### config.mk
export PLATFORM = sky130hd
export DESIGN_NAME = page_fifo
export DESIGN_NICKNAME = d
export VERILOG_FILES = /design/src/hdl/page_fifo.sv
export SDC_FILE = /design/constraint.sdc
export NUM_CORES = 1
export LEC_CHECK = 0
export BUFFER_PORTS_ARGS = -buffer_cell sky130_fd_sc_hd__buf_2
export CELL_PAD_IN_SITES_DETAIL_PLACEMENT = 1
export CELL_PAD_IN_SITES_GLOBAL_PLACEMENT = 1
export CORE_MARGIN = 5
export CORE_UTILIZATION = 50
export CTS_CLUSTER_DIAMETER = 30
export DETAILED_ROUTE_END_ITERATION = 10
export HOLD_SLACK_MARGIN = 0.12
export PLACE_DENSITY = 0.82
export SLEW_MARGIN = 10
export SYNTH_ARGS = -nofsm -noshare
export SYNTH_HDL_FRONTEND = slang
export SYNTH_SLANG_ARGS = --single-unit
### constraint.sdc
create_clock -name sys_clk -period 3.1 [get_ports sys_clk]
set_input_delay 0.31 -clock sys_clk [delete_from_list [all_inputs] [get_ports sys_clk]]
set_output_delay 0.31 -clock sys_clk [all_outputs]
set_load 0.01 [all_outputs]
### src/hdl/page_fifo.sv
// Byte FIFO between source reads and flash array writes
`timescale 1ns/1ps
module page_fifo #(
    parameter int WIDTH = 8,
    parameter int DEPTH = 16
) (
    input wire logic sys_clk,
    input wire logic rstn,
    input wire logic ce,
    input wire logic in_valid,
    output logic in_ready,
    input wire logic [WIDTH-1:0] in_data,
    output logic out_valid,
    input wire logic out_ready,
    output logic [WIDTH-1:0] out_data,
    output logic [$clog2(DEPTH):0] level
);
    localparam int AW = $clog2(DEPTH);

    logic [WIDTH-1:0] mem [DEPTH];
    logic [AW-1:0] wp_q;
    logic [AW-1:0] rp_q;
    logic [AW:0] cnt_q;
    logic out_valid_q;
    logic [WIDTH-1:0] out_data_q;

    // ------------------------------------------------------------
    // Handshake decode
    // ------------------------------------------------------------
    // Output stage is a register so read data never comes straight from the array
    wire push = in_valid && in_ready;
    wire load = (cnt_q != '0) && (!out_valid_q || out_ready);
    assign in_ready = cnt_q != (AW+1)'(DEPTH);
    assign out_valid = out_valid_q;
    assign out_data = out_data_q;
    assign level = cnt_q;

    // Storage array, no reset needed
    always_ff @(posedge sys_clk) begin
        if (ce && push) begin
            mem[wp_q] <= in_data;
        end
    end

    // Pointers, fill count and output stage
    always_ff @(posedge sys_clk or negedge rstn) begin
        if (!rstn) begin
            wp_q <= '0;
            rp_q <= '0;
            cnt_q <= '0;
            out_valid_q <= 1'b0;
            out_data_q <= '0;
        end else if (ce) begin
            if (push) wp_q <= wp_q + 1'b1;
            if (load) begin
                rp_q <= rp_q + 1'b1;
                out_data_q <= mem[rp_q];
            end
            if (load) out_valid_q <= 1'b1;
            else if (out_ready) out_valid_q <= 1'b0;
            if (push && !load) cnt_q <= cnt_q + 1'b1;
            else if (!push && load) cnt_q <= cnt_q - 1'b1;
        end
    end
endmodule // page_fifo

======== Word level (Yosys, flattened, before mapping) ========
Memory sizes are Yosys's and may differ from the RTL's. A register that Yosys moved wholly into a read port is not among the register bits.
Index checks and enable logic that the tools add are counted.
word-level totals
  memories kept ........................... 1
  output and inout bits ................... 15
  register bits after elaboration ......... 14
  input bits .............................. 13
  bits in writable memories ............... 128
cells by class
  $add $sub $neg .......................... 4
  reduce and logical (&&, ||, !) cells .... 17
  multiplexer cells ....................... 6
  equality and inequality tests ........... 1
memory list
  name  depth  width  read ports  clocked after memory_dff  wr ports  line  RTL
  mem   16     8      1           1                         1         20    logic [WIDTH-1:0] mem [DEPTH];
operators with widths
  operator               number
  $mux W5                2
  $add A4 B1 Y4 const B  2
  $reduce_and A2 Y1      4
  $add A5 B1 Y5 const B  1
  $logic_and A1 B1 Y1    5
  $ne A5 B5 Y1 const B   1
  $reduce_bool A5 Y1     1
  $sub A5 B1 Y5 const B  1
  $logic_not A1 Y1       4
  $mux W1                4
  $reduce_bool A2 Y1     2
  $logic_or A1 B1 Y1     1

======== Depth between registers and ports, before layout ========
Gate-level depths: netlist of run 1.
  word-level depth ........................ 7
  mapped depth ............................ 10
  gate-level depth less buffers ........... 10

======== Worst setup path before layout of run 1 ========
No wires, ideal clock.
  kind .................................... register to register
  start ................................... register cnt_q[3], in the netlist level[3]
  end ..................................... register cnt_q[4], in the netlist level[4]
  cell stages (with the launch flop) ...... 11
  slack ................................... 0.266 ns
  data arrival time ....................... 2.754 ns
  data required time ...................... 3.020 ns
  buffers on the path ..................... 0
  period minus slack after synthesis ...... 2.834 ns
  setup time .............................. 0.080 ns
  path through ............................ dfrtp_1 or4_4 or2_2 and2_1 ha_1 inv_1 ha_1 a21o_1 a21oi_1 mux2i_1 xnor2_1
on the way
  word-level cells in the longest chain between the ends .. 6
  elaborated cells on any way between the ends .. 14
  classes of those cells .................. add/sub (2); eq/ne (1); mux (2); reduce/logical (9)
ends and longest elaborated chain
  what                                 line  RTL
  start, declared                      23    logic [AW:0] cnt_q;
  start signal, assigned               61    if (push && !load) cnt_q <= cnt_q + 1'b1;
  start signal, assigned               62    else if (!push && load) cnt_q <= cnt_q - 1'b1;
  $ne A5 B5 Y1 (*)                     33    assign in_ready = cnt_q != (AW+1)'(DEPTH);
  via in_ready                         11    output logic in_ready,
  $logic_and A1 B1 Y1 (*)              31    wire push = in_valid && in_ready;
  $logic_not A1 Y1                     62
  $logic_and A1 B1 Y1                  62
  $reduce_bool A2 Y1 (no source line)  n/a
  $reduce_and A2 Y1 (no source line)   n/a
Mark *: on every way through the listed nets, which the timed path passes. The rest lies on a longest branch. The select of a mux whose other input is x is not followed.
A chain may end at the register's enable or synchronous reset.

======== Final worst setup path of run 1 ========
  start ................................... register cnt_q[3], in the netlist level[3]
  end ..................................... register cnt_q[4], in the netlist level[4]
on the way
  word-level cells in the longest chain between the ends .. 6
  elaborated cells on any way between the ends .. 14
  classes of those cells .................. add/sub (2); eq/ne (1); mux (2); reduce/logical (9)
ends and longest elaborated chain
  what
  branches (longest 6 deep; another with $sub A5 B1 Y5)
Several ways; the timed one is not identified. The select of a mux whose other input is x is not followed.

==> results summary, run 1 <==
Total power for the finished layout comes to 6.18 mW. The number of design-rule violations left by the first detailed-router iteration came out at around 250. STA puts the critical path data arrival time at about 3200 ps. Of the total synthesized cell area, the portion taken by full adders, half adders and majority gates is 0.0219. The clock latency on the worst-skew pair is ~410 ps. The share of the synthesized netlist area taken by xor and xnor gates came out at 0.0145.

The pin count of the biggest net entering global routing came out at 34. The initial standard-cell utilization of the core came out at 0.507. The total power divided by cell area came out at 895 nW/um2.

The number of setup buffers added after CTS is 0. The final max-slew violation count came out at 0. The worst hold slack is between 150 and 200 ps.

The total of warnings raised by yosys is 0. The via count of the first global-routing pass came out at about 3,300. The placement row count came out at 40. The count of filler cells inserted in the layout came out at ~1,100. Setup slack on the worst reg-to-reg path comes out at around 220 ps. The flow ran to the end, and the final reports show no timing, DRC or antenna violations. The complex-gate fraction of the synthesized area was 0.0395. Setup repair after global routing left no endpoint under its margin. The count of nets left with antenna violations once routing finished came out at 0. The worst-case reg-to-reg path depth is 10.

The tree is rooted in a sky130_fd_sc_hd__clkbuf_16. The longest clock path from root to sink contains 2 buffers. The post-synthesis instance area is roughly 6000 um2. Leaving out fill and tap cells, the most frequent cell in the layout is sky130_fd_sc_hd__edfxtp_1. The static power due to leakage came out at 2.39 nW. Of the cells placed in the final design, the portion with a size suffix greater than 1 is 0.280. The cell count after synthesis is 309. The total clock buffers created by CTS is 17. The worst-case IR drop observed on VDD is 0.000410 V. For the worst setup path, the data required time is ~3400 ps. The proportion of register bits with asynchronous set or reset after synthesis came out at 0.147. The remaining global-route overflow is 0. Signal routing reaches up to met4. The count of H-tree levels built during CTS is 4.

Summed over all layers, the routed wires come to between 10 and 15 mm. At the pin with the least slew margin, the transition time is 915 ps. The sequential fraction of the synthesis area is 0.727.

The die area came out at between 10,000 and 15,000 um2. The final layout contains between 300 and 400 nets. The worst hold path begins at out_ready. The simple logic cell fraction of the synthesized area is 0.0308. Measured against its own limit, the worst slew margin works out to 0.388. The core footprint is between 10,000 and 15,000 um2. The largest family of logic cells by synthesized area is multiplexers. Compared with the post-synthesis result, the final layout area differs by 14.2%.

The count of endpoints failing setup in the final report came out at 0. On the final layout, the worst clock skew is between 7 and 8 ps. Among all flip-flop cells after synthesis, the most frequent one is sky130_fd_sc_hd__edfxtp_1. The total I/O pin count came out at 28. The global-route usage over all layers came out at 0.189. TritonCTS built the clock tree.

Dividing the final minimum period by the clock period gives 0.930. The vias per cell came out at 5.99. STA classifies the critical path endpoint as a flip-flop. The die is 120 um tall. The count of vias placed by the detailed router came out at 3,060.

The detailed-placement wirelength estimate is roughly 8.0 mm. In this run, synthesis inferred around 130 flip-flops with an integrated enable. The number of remaining DRC errors came out at 0. The mean instance size in the synthesized netlist came out at around 20 um2. The setup path with the least slack is of type reg -> reg. The worst register-to-register path begins at level[3]$_DFFE_PN0P_.

The global-route wire length before repair is roughly 20 mm. Detailed routing placed a total of 6.59 mm of wire on met2. The path class of the tightest hold or removal check is in -> reg. In the layout the commonest cells are sky130_fd_sc_hd__edfxtp_1 (128), sky130_fd_sc_hd__buf_2 (27), sky130_fd_sc_hd__dfrtp_1 (21). In this run the worst path has a maximum fanout of 5.

The length of routed wiring on met1 came out at about 5.4 mm. The global placement routability congestion is around 0.71. The routed design uses 503 um of met3 wire. The setup TNS came out at 0 ps. Counting every sink on the clock net gives 150. The clock-pin slew of the registers on the worst-case setup and hold paths came out at ~60 ps.

The cell depth of the worst min-delay path is 3. The endpoint identified for the worst register-to-register timing path is level[4]$_DFFE_PN0P_. The count of final hold-check violations came out at 0. For the finished layout, the period the worst path requires is a little under 3000 ps. The unique cell type count in the Yosys netlist came out at 31. Max-cap violations in this run came to 0. The first detailed-routing pass ran for 6 iterations.

Synthesis inferred 150 register bits. The number of antenna diodes in the final layout is 0. The initial antenna violation count came to 0.

The worst hold path terminates at out_valid$_DFFE_PN0P_. The width of the die came out at 120 um. The number of nets in the synthesized netlist is about 330.

The number of buffers added on ports came out at 27. The average detailed-routed wire length per instance came out at roughly 25 um. The achievable clock frequency is 347 MHz. STA classifies the critical path startpoint as a flip-flop.

The fraction of synthesized area in multiplexers came out at 0.147.
-- power breakdown --
| part | switching (mW) | leakage, nW | internal (mW) | total [mW] |
|---|---|---|---|---|
| clock network | 0.749 | 0.257 | 1.07 | 1.82 |
| logic | 0.812 | 0.731 | 0.835 | 1.65 |
| registers | 0.290 | 1.41 | 2.42 | 2.71 |
-- cell type report --
class	instances	area [um2]	share of cell area
clock buffer	17	425	0.0616
multi-input combinational	138	1530	0.222
tap	147	184	0.0266
timing repair buffer	41	255	0.0370
inverter	4	15.0	0.00218
sequential	150	4400	0.637
clock inverter	14	93.8	0.0136
-- Yosys cell counts (2+ instances only) --
cell type                  number  area [um2]
sky130_fd_sc_hd__nand4_1        2        12.5
sky130_fd_sc_hd__nor2_1        14        52.6
sky130_fd_sc_hd__a21o_1         3        22.5
sky130_fd_sc_hd__a21oi_1       10        50.1
sky130_fd_sc_hd__xor2_1         2        17.5
sky130_fd_sc_hd__o211a_1        2        20.0
sky130_fd_sc_hd__inv_1          4        15.0
sky130_fd_sc_hd__mux4_1        12         315
sky130_fd_sc_hd__nand2b_1       5        31.3
sky130_fd_sc_hd__buf_1          3        11.3
sky130_fd_sc_hd__edfxtp_1     128        3840
sky130_fd_sc_hd__nor3_1         4        20.0
sky130_fd_sc_hd__dfrtp_1       22         551
sky130_fd_sc_hd__ha_1           9         113
sky130_fd_sc_hd__mux4_2        20         450
sky130_fd_sc_hd__buf_6          4        45.0
sky130_fd_sc_hd__o21ai_0        4        20.0
sky130_fd_sc_hd__buf_2          3        15.0
sky130_fd_sc_hd__mux2_2        10         113
sky130_fd_sc_hd__nand2_1        9        33.8
sky130_fd_sc_hd__or2_2          2        12.5
sky130_fd_sc_hd__clkbuf_1       6        22.5
sky130_fd_sc_hd__o22ai_1       16         100
sky130_fd_sc_hd__xnor2_1        8        70.1
-- state kept, by name, indices dropped and copies added (netlist names) --
| signal | flops |
|---|---|
| wp_q | 4 |
| out_valid | 1 |
| level | 5 |
| rp_q | 4 |
| out_data | 8 |
| mem | 128 |
-- critical path, cell delays in order (launching register included) --
cell                      delay (ps)
sky130_fd_sc_hd__dfrtp_1         410
sky130_fd_sc_hd__or4_4           590
sky130_fd_sc_hd__or2_2           300
sky130_fd_sc_hd__and2_1          160
sky130_fd_sc_hd__ha_1            200
sky130_fd_sc_hd__inv_2           110
sky130_fd_sc_hd__ha_1            280
sky130_fd_sc_hd__a21o_1          200
sky130_fd_sc_hd__a21oi_1         180
sky130_fd_sc_hd__mux2i_1         240
sky130_fd_sc_hd__xnor2_1         140
-- layer usage --
metal | global-route usage | vias up
li1 | - | 1339
met1 | 0.244 | 1630
met2 | 0.314 | 77
met3 | 0.0504 | 14
met4 | 0.0616 | 0
met5 | 0 | -
-- cells by family after synthesis --
kind of cell             count (synthesis)
flip-flops                             150
multiplexers                            43
AND/OR/NAND/NOR                         39
AO/OA/AOI/OAI                           36
buffers and inverters                   21
XOR/XNOR                                10
adder cells (fa/ha/maj)                 10
-- how the worst max path moves through the flow --
stage | endpoint | start | slack, ps
floorplan | level[4]$_DFFE_PN0P_ | level[3]$_DFFE_PN0P_ | 270
detailed placement | level[4]$_DFFE_PN0P_ | level[3]$_DFFE_PN0P_ | 160
CTS | level[4]$_DFFE_PN0P_ | level[3]$_DFFE_PN0P_ | 110
finish | level[4]$_DFFE_PN0P_ | level[3]$_DFFE_PN0P_ | 220
global placement | level[4]$_DFFE_PN0P_ | level[3]$_DFFE_PN0P_ | 250
global route | level[4]$_DFFE_PN0P_ | level[3]$_DFFE_PN0P_ | 70
-- through the flow --
step	instances	util	worst slack [ps]	cell area [um2]
2_1_floorplan	309	-	266	6040
3_3_place_gp	479	0.535	247	6370
3_5_place_dp	479	0.535	159	6370
4_1_cts	511	0.580	107	6900
5_1_grt	511	0.580	69.0	6900
6_report	511	0.580	218	6900
-- timing repair --
item / 4_1_cts / 5_1_grt
hold buffers: 1 / 0
hold endpoints to repair: 22 / 0
resized for setup: 0 / 1
endpoints found under the setup margin: 0 / 1
(Power assumes the default switching activity.)
==> run 2, diff against run 1 <==
clock period = 3.6 ns   (was 3.1 ns; I/O delays follow)
==> run 2 against run 1 <==
Net effect: register-to-register slack improved by 420 ps; sequential power shrank 11%; clock power about the same; worst hold slack better by 46 ps; non-clock buffer count fell by 5; final cell count is 0.78% lower; die area is the same; clock skew down 0.54 ps; fmax fell by 2.5%; critical path type unchanged; critical endpoint unchanged; largest cell class unchanged; highest routed layer unchanged.
==> results summary, run 2 (synthesis gave the netlist of run 1 again) <==
The total wire length after detailed routing is 12.7 mm (was 12.6 mm). The layout overhead on the synthesized area came out at 14.6% (was 14.2%). The core footprint came to 11,900 um2 (unchanged).

The clock tree root buffer cell was sky130_fd_sc_hd__clkbuf_16 (unchanged). The design area is 6930 um2 (was 6900 um2). The final cell utilization of the core came to 0.582 (was 0.580). The clock-pin slew of the registers on the worst-case setup and hold paths is 60 ps (about the same). The setup TNS is 0 ps (unchanged). The number of buffers added on ports is 27 (unchanged). The achievable clock frequency is 338 MHz (was 347 MHz).

The total power divided by cell area came out at 802 nW/um2 (was 895 nW/um2). The count of antenna diodes in the layout is 0 (unchanged). The count of vias placed by the detailed router came to 3,038 (was 3,060). The slew at the pin with the worst max-slew slack is 1030 ps (was 915 ps). The worst hold path class was in -> reg (unchanged). The number of sinks driven by the clock tree is 150 (unchanged). The clock tree from TritonCTS was built (unchanged).

The vias per cell is 5.99 (about the same). The deepest clock path buffer count came out at 2 (unchanged). Highest-count cells in the layout ignoring fill and taps: sky130_fd_sc_hd__edfxtp_1 (128), sky130_fd_sc_hd__buf_2 (27), sky130_fd_sc_hd__dfrtp_1 (21) (unchanged). The post-route clock period utilization came to 0.821 (was 0.930).

The placement row count is 40 (unchanged). The clock latency on the worst-skew pair came out at 420 ps (was 410 ps). The number of design-rule violations left by the first detailed-router iteration came out at 195 (was 247). The vertical die dimension came out at 120 um (unchanged). The initial standard-cell utilization of the core came out at 0.507 (unchanged).

The most common library cell in the layout ignoring fill and taps is sky130_fd_sc_hd__edfxtp_1 (unchanged). The final net count is 370 (was 375). The number of detailed-route iterations in the first pass is 5 (was 6). The type of the worst setup path is reg -> reg (unchanged). The final max-slew violation count came out at 0 (unchanged). The maximum ir drop on the vdd rail came out at 0.000481 V (was 0.000410 V). RSZ-0062 raised after global routing: no (unchanged). The global placement routability congestion is 0.764 (was 0.711). The remaining global-route overflow is 0 (unchanged).

The number of standard cells in the final layout excluding fillers came out at 507 (was 511). The initial antenna violation count came out at 0 (unchanged). The width of the die is 120 um (unchanged).

The count of endpoints failing setup in the final report is 0 (unchanged). The pin count of the biggest net entering global routing is 26 (was 34). The number of max-capacitance violations reported came out at 0 (unchanged).

The count of H-tree levels built during CTS was 4 (unchanged). The via count of the first global-routing pass came out at 3,302 (was 3,318). The number of buffers added to fix hold violations after cts is 1 (unchanged). The worst slew margin relative to its limit came to 0.312 (was 0.388). The die area was 14,400 um2 (unchanged). The number of placed instances, taps included came out at 474 (was 479). The global-route wire length before repair is 19.5 mm (about the same). The worst hold slack is 219 ps (was 173 ps). The share of layout cells above drive strength 1 is 0.269 (was 0.280). The count of nets left with antenna violations after detail routing was 0 (unchanged). The endpoint required time on the critical path came to 3940 ps (was 3440 ps).

The critical path data arrival time is 3300 ps (was 3220 ps). The count of final hold-check violations came out at 0 (unchanged). The number of remaining DRC errors came to 0 (unchanged). The average detailed-routed wire length per instance came out at 25.1 um (was 24.7 um).

The number of setup buffers added after CTS came out at 0 (unchanged). The placed instance area came out at 6320 um2 (was 6370 um2). The total I/O pin count was 28 (unchanged). The register bank with the most flops is mem (unchanged). The static power due to leakage is 2.39 nW (about the same). The total clock buffers created by CTS is 17 (unchanged). The endpoint class of the critical path is a flip-flop (unchanged).

Status: completed (unchanged). The largest fanout of any net on the critical path came out at 5 (unchanged). The kind of start point of the critical path was a flip-flop (unchanged). The number of instances resized during post-cts repair came out at 0 (unchanged). The minimum period implied by the final worst setup slack is 2960 ps (was 2880 ps). The detailed-placement wirelength estimate came to 8.06 mm (was 8.01 mm). The global-route usage over all layers came out at 0.190 (was 0.189). The flip-flop count of the largest register after layout is 128 (unchanged). The worst-case clock skew is 6.50 ps (was 7.04 ps).
==> run 2: area by class of cell <==
type / instances / area [um2]
timing repair buffer: 36 / 205
tap: 147 / 184
inverter: 4 / 15.0
clock inverter: 12 / 159
multi-input combinational: 138 / 1530
fill: 1027 / 4980
sequential: 150 / 4400
clock buffer: 20 / 437
==> run 2: routing by layer <==
layer,track usage,vias to the layer above,share of wire
li1,-,1326,-
met3,0.0589,20,0.055
met2,0.306,100,0.52
met4,0.0744,0,0.020
met1,0.242,1592,0.41
met5,0,-,0
==> run 2: final timing paths <==
kind | cells past startpoint | slack [ps] | startpoint | endpoint
setup / recovery | 10 | 640 | level[3]$_DFFE_PN0P_ | level[4]$_DFFE_PN0P_
hold / removal | 3 | 220 | out_ready | out_valid$_DFFE_PN0P_
setup reg to reg | 10 | 640 | level[3]$_DFFE_PN0P_ | level[4]$_DFFE_PN0P_
hold reg to reg | 1 | 500 | out_valid$_DFFE_PN0P_ | out_valid$_DFFE_PN0P_
max in group asynchronous | 2 | 2740 | rstn | rp_q[2]$_DFFE_PN0P_
min in group asynchronous | 2 | 460 | rstn | level[1]$_DFFE_PN0P_
==> run 2: worst max-delay path, cell delays in order (launching register included) <==
cell,delay [ps]
sky130_fd_sc_hd__dfrtp_1,400
sky130_fd_sc_hd__or4_4,590
sky130_fd_sc_hd__or2_2,300
sky130_fd_sc_hd__and2_1,160
sky130_fd_sc_hd__ha_1,190
sky130_fd_sc_hd__inv_1,150
sky130_fd_sc_hd__ha_1,300
sky130_fd_sc_hd__a21o_1,190
sky130_fd_sc_hd__a21oi_1,190
sky130_fd_sc_hd__mux2i_1,250
sky130_fd_sc_hd__xnor2_1,140
==> run 2: report_power, final <==
| part | switching, mW | internal (mW) |
|---|---|---|
| Combinational | 0.636 | 0.714 |
| Clock | 0.659 | 1.15 |
| Sequential | 0.315 | 2.08 |
| Total | 1.61 | 3.95 |
==> run 2: metrics by stage <==
stage	setup slack (ps)	power, mW
2_1_floorplan	766	3.35
3_3_place_gp	754	3.69
3_5_place_dp	678	3.78
4_1_cts	616	5.60
5_1_grt	540	5.82
6_report	643	5.56
==> run 3, diff against run 2 <==
ABC_AREA = 1   (was not set)
CORE_UTILIZATION = 44   (was 50)
PLACE_DENSITY = 0.83   (was 0.82)
clock period = 2.7 ns   (was 3.6 ns; I/O delays follow)
==> run 3 against run 2 <==
Net effect: sequential cell count unchanged; worst setup slack got worse by 270 ps; sequential power up 23%; largest power group unchanged.
==> results summary, run 3 <==
Highest-count cells in the layout ignoring fill and taps: sky130_fd_sc_hd__nand2_1 (213), sky130_fd_sc_hd__edfxtp_1 (128), sky130_fd_sc_hd__inv_1 (111) (was sky130_fd_sc_hd__edfxtp_1 (128), sky130_fd_sc_hd__buf_2 (27), sky130_fd_sc_hd__dfrtp_1 (21)). The number of placed instances, taps included is 855 (was 474). The total clock buffers created by CTS is 17 (unchanged). The number of max-capacitance violations reported is 0 (unchanged). The net count of the mapped netlist came to 683 (was 332). The number of detailed-route iterations in the first pass is 5 (unchanged). The clock tree root buffer cell is sky130_fd_sc_hd__clkbuf_16 (unchanged). The type of the worst setup path is reg -> reg (unchanged). The setup TNS is 0 ps (unchanged).

The initial standard-cell utilization of the core is 0.444 (was 0.507). The final net count was 710 (was 370). The kind of start point of the critical path was a flip-flop (unchanged). The worst hold path class is in -> reg (unchanged).

RSZ-0062 raised after global routing: no (unchanged). The number of buffers added on ports is 27 (unchanged). The count of endpoints failing setup in the final report is 0 (unchanged).

The post-route clock period utilization is 0.862 (was 0.821). The number of remaining DRC errors came out at 0 (unchanged). The share of layout cells above drive strength 1 came to 0.0957 (was 0.269). The global-route wire length before repair is 29.0 mm (was 19.5 mm).

The remaining global-route overflow is 0 (unchanged). The vias per cell is 5.35 (was 5.99). The minimum period implied by the final worst setup slack is 2330 ps (was 2960 ps). The maximum ir drop on the vdd rail came to 0.000521 V (was 0.000481 V). The flip-flop count of the largest register after layout is 128 (unchanged). The cell count after synthesis came out at 660 (was 309). The worst slew margin relative to its limit came to 0.476 (was 0.312). The number of design-rule violations left by the first detailed-router iteration is 475 (was 195).

The biggest area consumer among synthesized cells is sky130_fd_sc_hd__edfxtp_1 (unchanged). The global placement routability congestion came out at 0.893 (was 0.764). The layout overhead on the synthesized area was 12.5% (was 14.6%). The total power divided by cell area is 1060 nW/um2 (was 802 nW/um2).

The critical path data arrival time is 2390 ps (was 3300 ps). The part of the power in registers is 0.371 (was 0.432). The largest fanout of any net on the critical path was 8 (was 5). The most common library cell in the layout ignoring fill and taps was sky130_fd_sc_hd__nand2_1 (was sky130_fd_sc_hd__edfxtp_1).

The global-route usage over all layers came out at 0.216 (was 0.190). The static power due to leakage is 3.34 nW (was 2.39 nW). The count of H-tree levels built during CTS came out at 4 (unchanged).

The sequential fraction of the synthesis area came to 0.658 (was 0.727). The average detailed-routed wire length per instance came out at 20.5 um (was 25.1 um). The top flip-flop cell by instance count after synthesis is sky130_fd_sc_hd__edfxtp_1 (unchanged).

The vertical die dimension came out at 133 um (was 120 um). The count of final hold-check violations is 0 (unchanged). The via count of the first global-routing pass is 5,046 (was 3,302). Status: completed (unchanged). The number of flip-flops and latches in the synthesized netlist is 150 (unchanged). The width of the die is 133 um (was 120 um). The fraction of post-synthesis cell area in the top cell type by area is 0.575 (was 0.636). The initial antenna violation count came out at 0 (unchanged). The worst-case clock skew came out at 9.00 ps (was 6.50 ps). The count of vias placed by the detailed router is 4,752 (was 3,038). The post-synthesis instance area is 6680 um2 (was 6040 um2). The die area is 17,700 um2 (was 14,400 um2). The unique cell type count in the Yosys netlist is 20 (was 31). The switching power share of the total was 0.382 (was 0.290). The clock-pin slew of the registers on the worst-case setup and hold paths is 60 ps (about the same). The register bank with the most flops is mem (unchanged). The total I/O pin count was 28 (unchanged). The endpoint required time on the critical path came out at 2760 ps (was 3940 ps). The number of standard cells in the final layout excluding fillers came to 888 (was 507). The detailed-placement wirelength estimate came out at 11.3 mm (was 8.06 mm). The reported net switching power was 3.04 mW (was 1.61 mW). The count of antenna diodes in the layout is 0 (unchanged). The number of enable flip-flop cells after synthesis came out at 128 (unchanged). The proportion of register bits with asynchronous set or reset after synthesis came out at 0.147 (unchanged).

The number of sinks driven by the clock tree came out at 150 (unchanged). The cell internal power dissipation is 4.93 mW (was 3.95 mW). The placement row count is 45 (was 40). The count of nets left with antenna violations after detail routing came out at 0 (unchanged).

The pin count of the biggest net entering global routing came out at 68 (was 26). The total of warnings raised by yosys came out at 0 (unchanged). The most numerous cell in the Yosys netlist is sky130_fd_sc_hd__nand2_1 (was sky130_fd_sc_hd__edfxtp_1). The number of instances resized during post-cts repair is 0 (unchanged). The final max-slew violation count is 0 (unchanged). The design area is 7510 um2 (was 6930 um2). The total wire length after detailed routing is 18.2 mm (was 12.7 mm). The core footprint came to 15,000 um2 (was 11,900 um2). The deepest clock path buffer count came out at 2 (unchanged). The total power came to 7.97 mW (was 5.56 mW). Main area contributors after synthesis: sky130_fd_sc_hd__edfxtp_1 (58%), sky130_fd_sc_hd__nand2_1 (12%), sky130_fd_sc_hd__dfrtp_1 (8.2%), sky130_fd_sc_hd__nand3_1 (7.5%), sky130_fd_sc_hd__inv_1 (6.2%) (was sky130_fd_sc_hd__edfxtp_1 (64%), sky130_fd_sc_hd__dfrtp_1 (9.1%), sky130_fd_sc_hd__mux4_2 (7.5%), sky130_fd_sc_hd__mux4_1 (5.2%), sky130_fd_sc_hd__ha_1 (1.9%)). The clock latency on the worst-skew pair is 430 ps (was 420 ps).

The mean instance size in the synthesized netlist is 10.1 um2 (was 19.6 um2). The placed instance area came to 6940 um2 (was 6320 um2). The achievable clock frequency came to 430 MHz (was 338 MHz). Top cells by instance count after synthesis: sky130_fd_sc_hd__nand2_1 (213), sky130_fd_sc_hd__edfxtp_1 (128), sky130_fd_sc_hd__inv_1 (111), sky130_fd_sc_hd__nand3_1 (100), sky130_fd_sc_hd__dfrtp_1 (22) (was sky130_fd_sc_hd__edfxtp_1 (128), sky130_fd_sc_hd__dfrtp_1 (22), sky130_fd_sc_hd__mux4_2 (20), sky130_fd_sc_hd__o22ai_1 (16), sky130_fd_sc_hd__nor2_1 (14)). The endpoint class of the critical path is a flip-flop (unchanged). The slew at the pin with the worst max-slew slack came out at 783 ps (was 1030 ps). The combinational group share of total power came to 0.338 (was 0.243). The clock tree from TritonCTS is built (unchanged). The clock group share of total power was 0.290 (was 0.325).
[run 3: final cells by class]
cell class	instances	area (um2)
flip-flops and latches	150	4400
repair buffers	33	195
inverters	115	432
clock buffers	20	437
fillers	1653	7520
clock inverters	12	130
multi-input cells	370	1690
well taps	188	235
[run 3: path summary, 6_finish.rpt]
path	slack [ps]	from	depth (start not counted)	end
setup / recovery	370	level[0]$_DFFE_PN0P_	6	mem[2][3]$_DFFE_PP_
hold / removal	140	out_ready	4	out_valid$_DFFE_PN0P_
setup reg to reg	370	level[0]$_DFFE_PN0P_	6	mem[2][3]$_DFFE_PP_
hold reg to reg	480	out_data[4]$_DFFE_PN0P_	2	out_data[4]$_DFFE_PN0P_
max in group asynchronous	1880	rstn	2	rp_q[0]$_DFFE_PN0P_
min in group asynchronous	380	rstn	2	wp_q[1]$_DFFE_PN0P_
[run 3: logic make-up after synthesis]
kind of cell	Yosys count	share of synthesized area
and+or+nand+nor	338	0.211
DFF	150	0.658
buffers and inverters	140	0.0892
AOI/OAI and AO/OA	12	0.00955
xor gates and xnor gates	10	0.0131
adders and majority gates	10	0.0199
[run 3: timing repair]
action / in CTS / in global routing
setup endpoints to repair: 0 / 0
hold buffers: 1 / 0
setup buffers: 0 / 0
hold endpoints to repair: 22 / 0
[run 3: routing by layer]
| layer | wire (um) | track usage |
|---|---|---|
| met1 | 7500 | 0.273 |
| met2 | 9240 | 0.369 |
| met3 | 978 | 0.0476 |
| met4 | 464 | 0.0731 |
| met5 | 0 | 0 |
[run 3: power groups by stage]
stage          Sequential [mW]  Clock (mW)  Combinational [mW]
2_1_floorplan             3.00           0                1.79
3_3_place_gp              2.97           0                2.48
3_5_place_dp              3.00           0                2.61
4_1_cts                   2.96        2.33                2.69
5_1_grt                   2.99        2.45                2.96
6_report                  2.96        2.31                2.70
[run 3: critical path, cell delays in order, from the launching register on]
cell and delay, ps:
sky130_fd_sc_hd__dfrtp_1 470, sky130_fd_sc_hd__nor2_2 70, sky130_fd_sc_hd__nand4_1 120, sky130_fd_sc_hd__nand3_1 220
sky130_fd_sc_hd__inv_1 240, sky130_fd_sc_hd__nand2_1 190, sky130_fd_sc_hd__nor2_1 640
[run 3: through the flow]
stage          utilization  hold WS [ps]  worst slack, ps
6_report             0.500           136              372
3_3_place_gp         0.462           292              617
2_1_floorplan            -         -25.6              626
5_1_grt              0.500           139              210
3_5_place_dp         0.462           306              423
4_1_cts              0.500           126              359
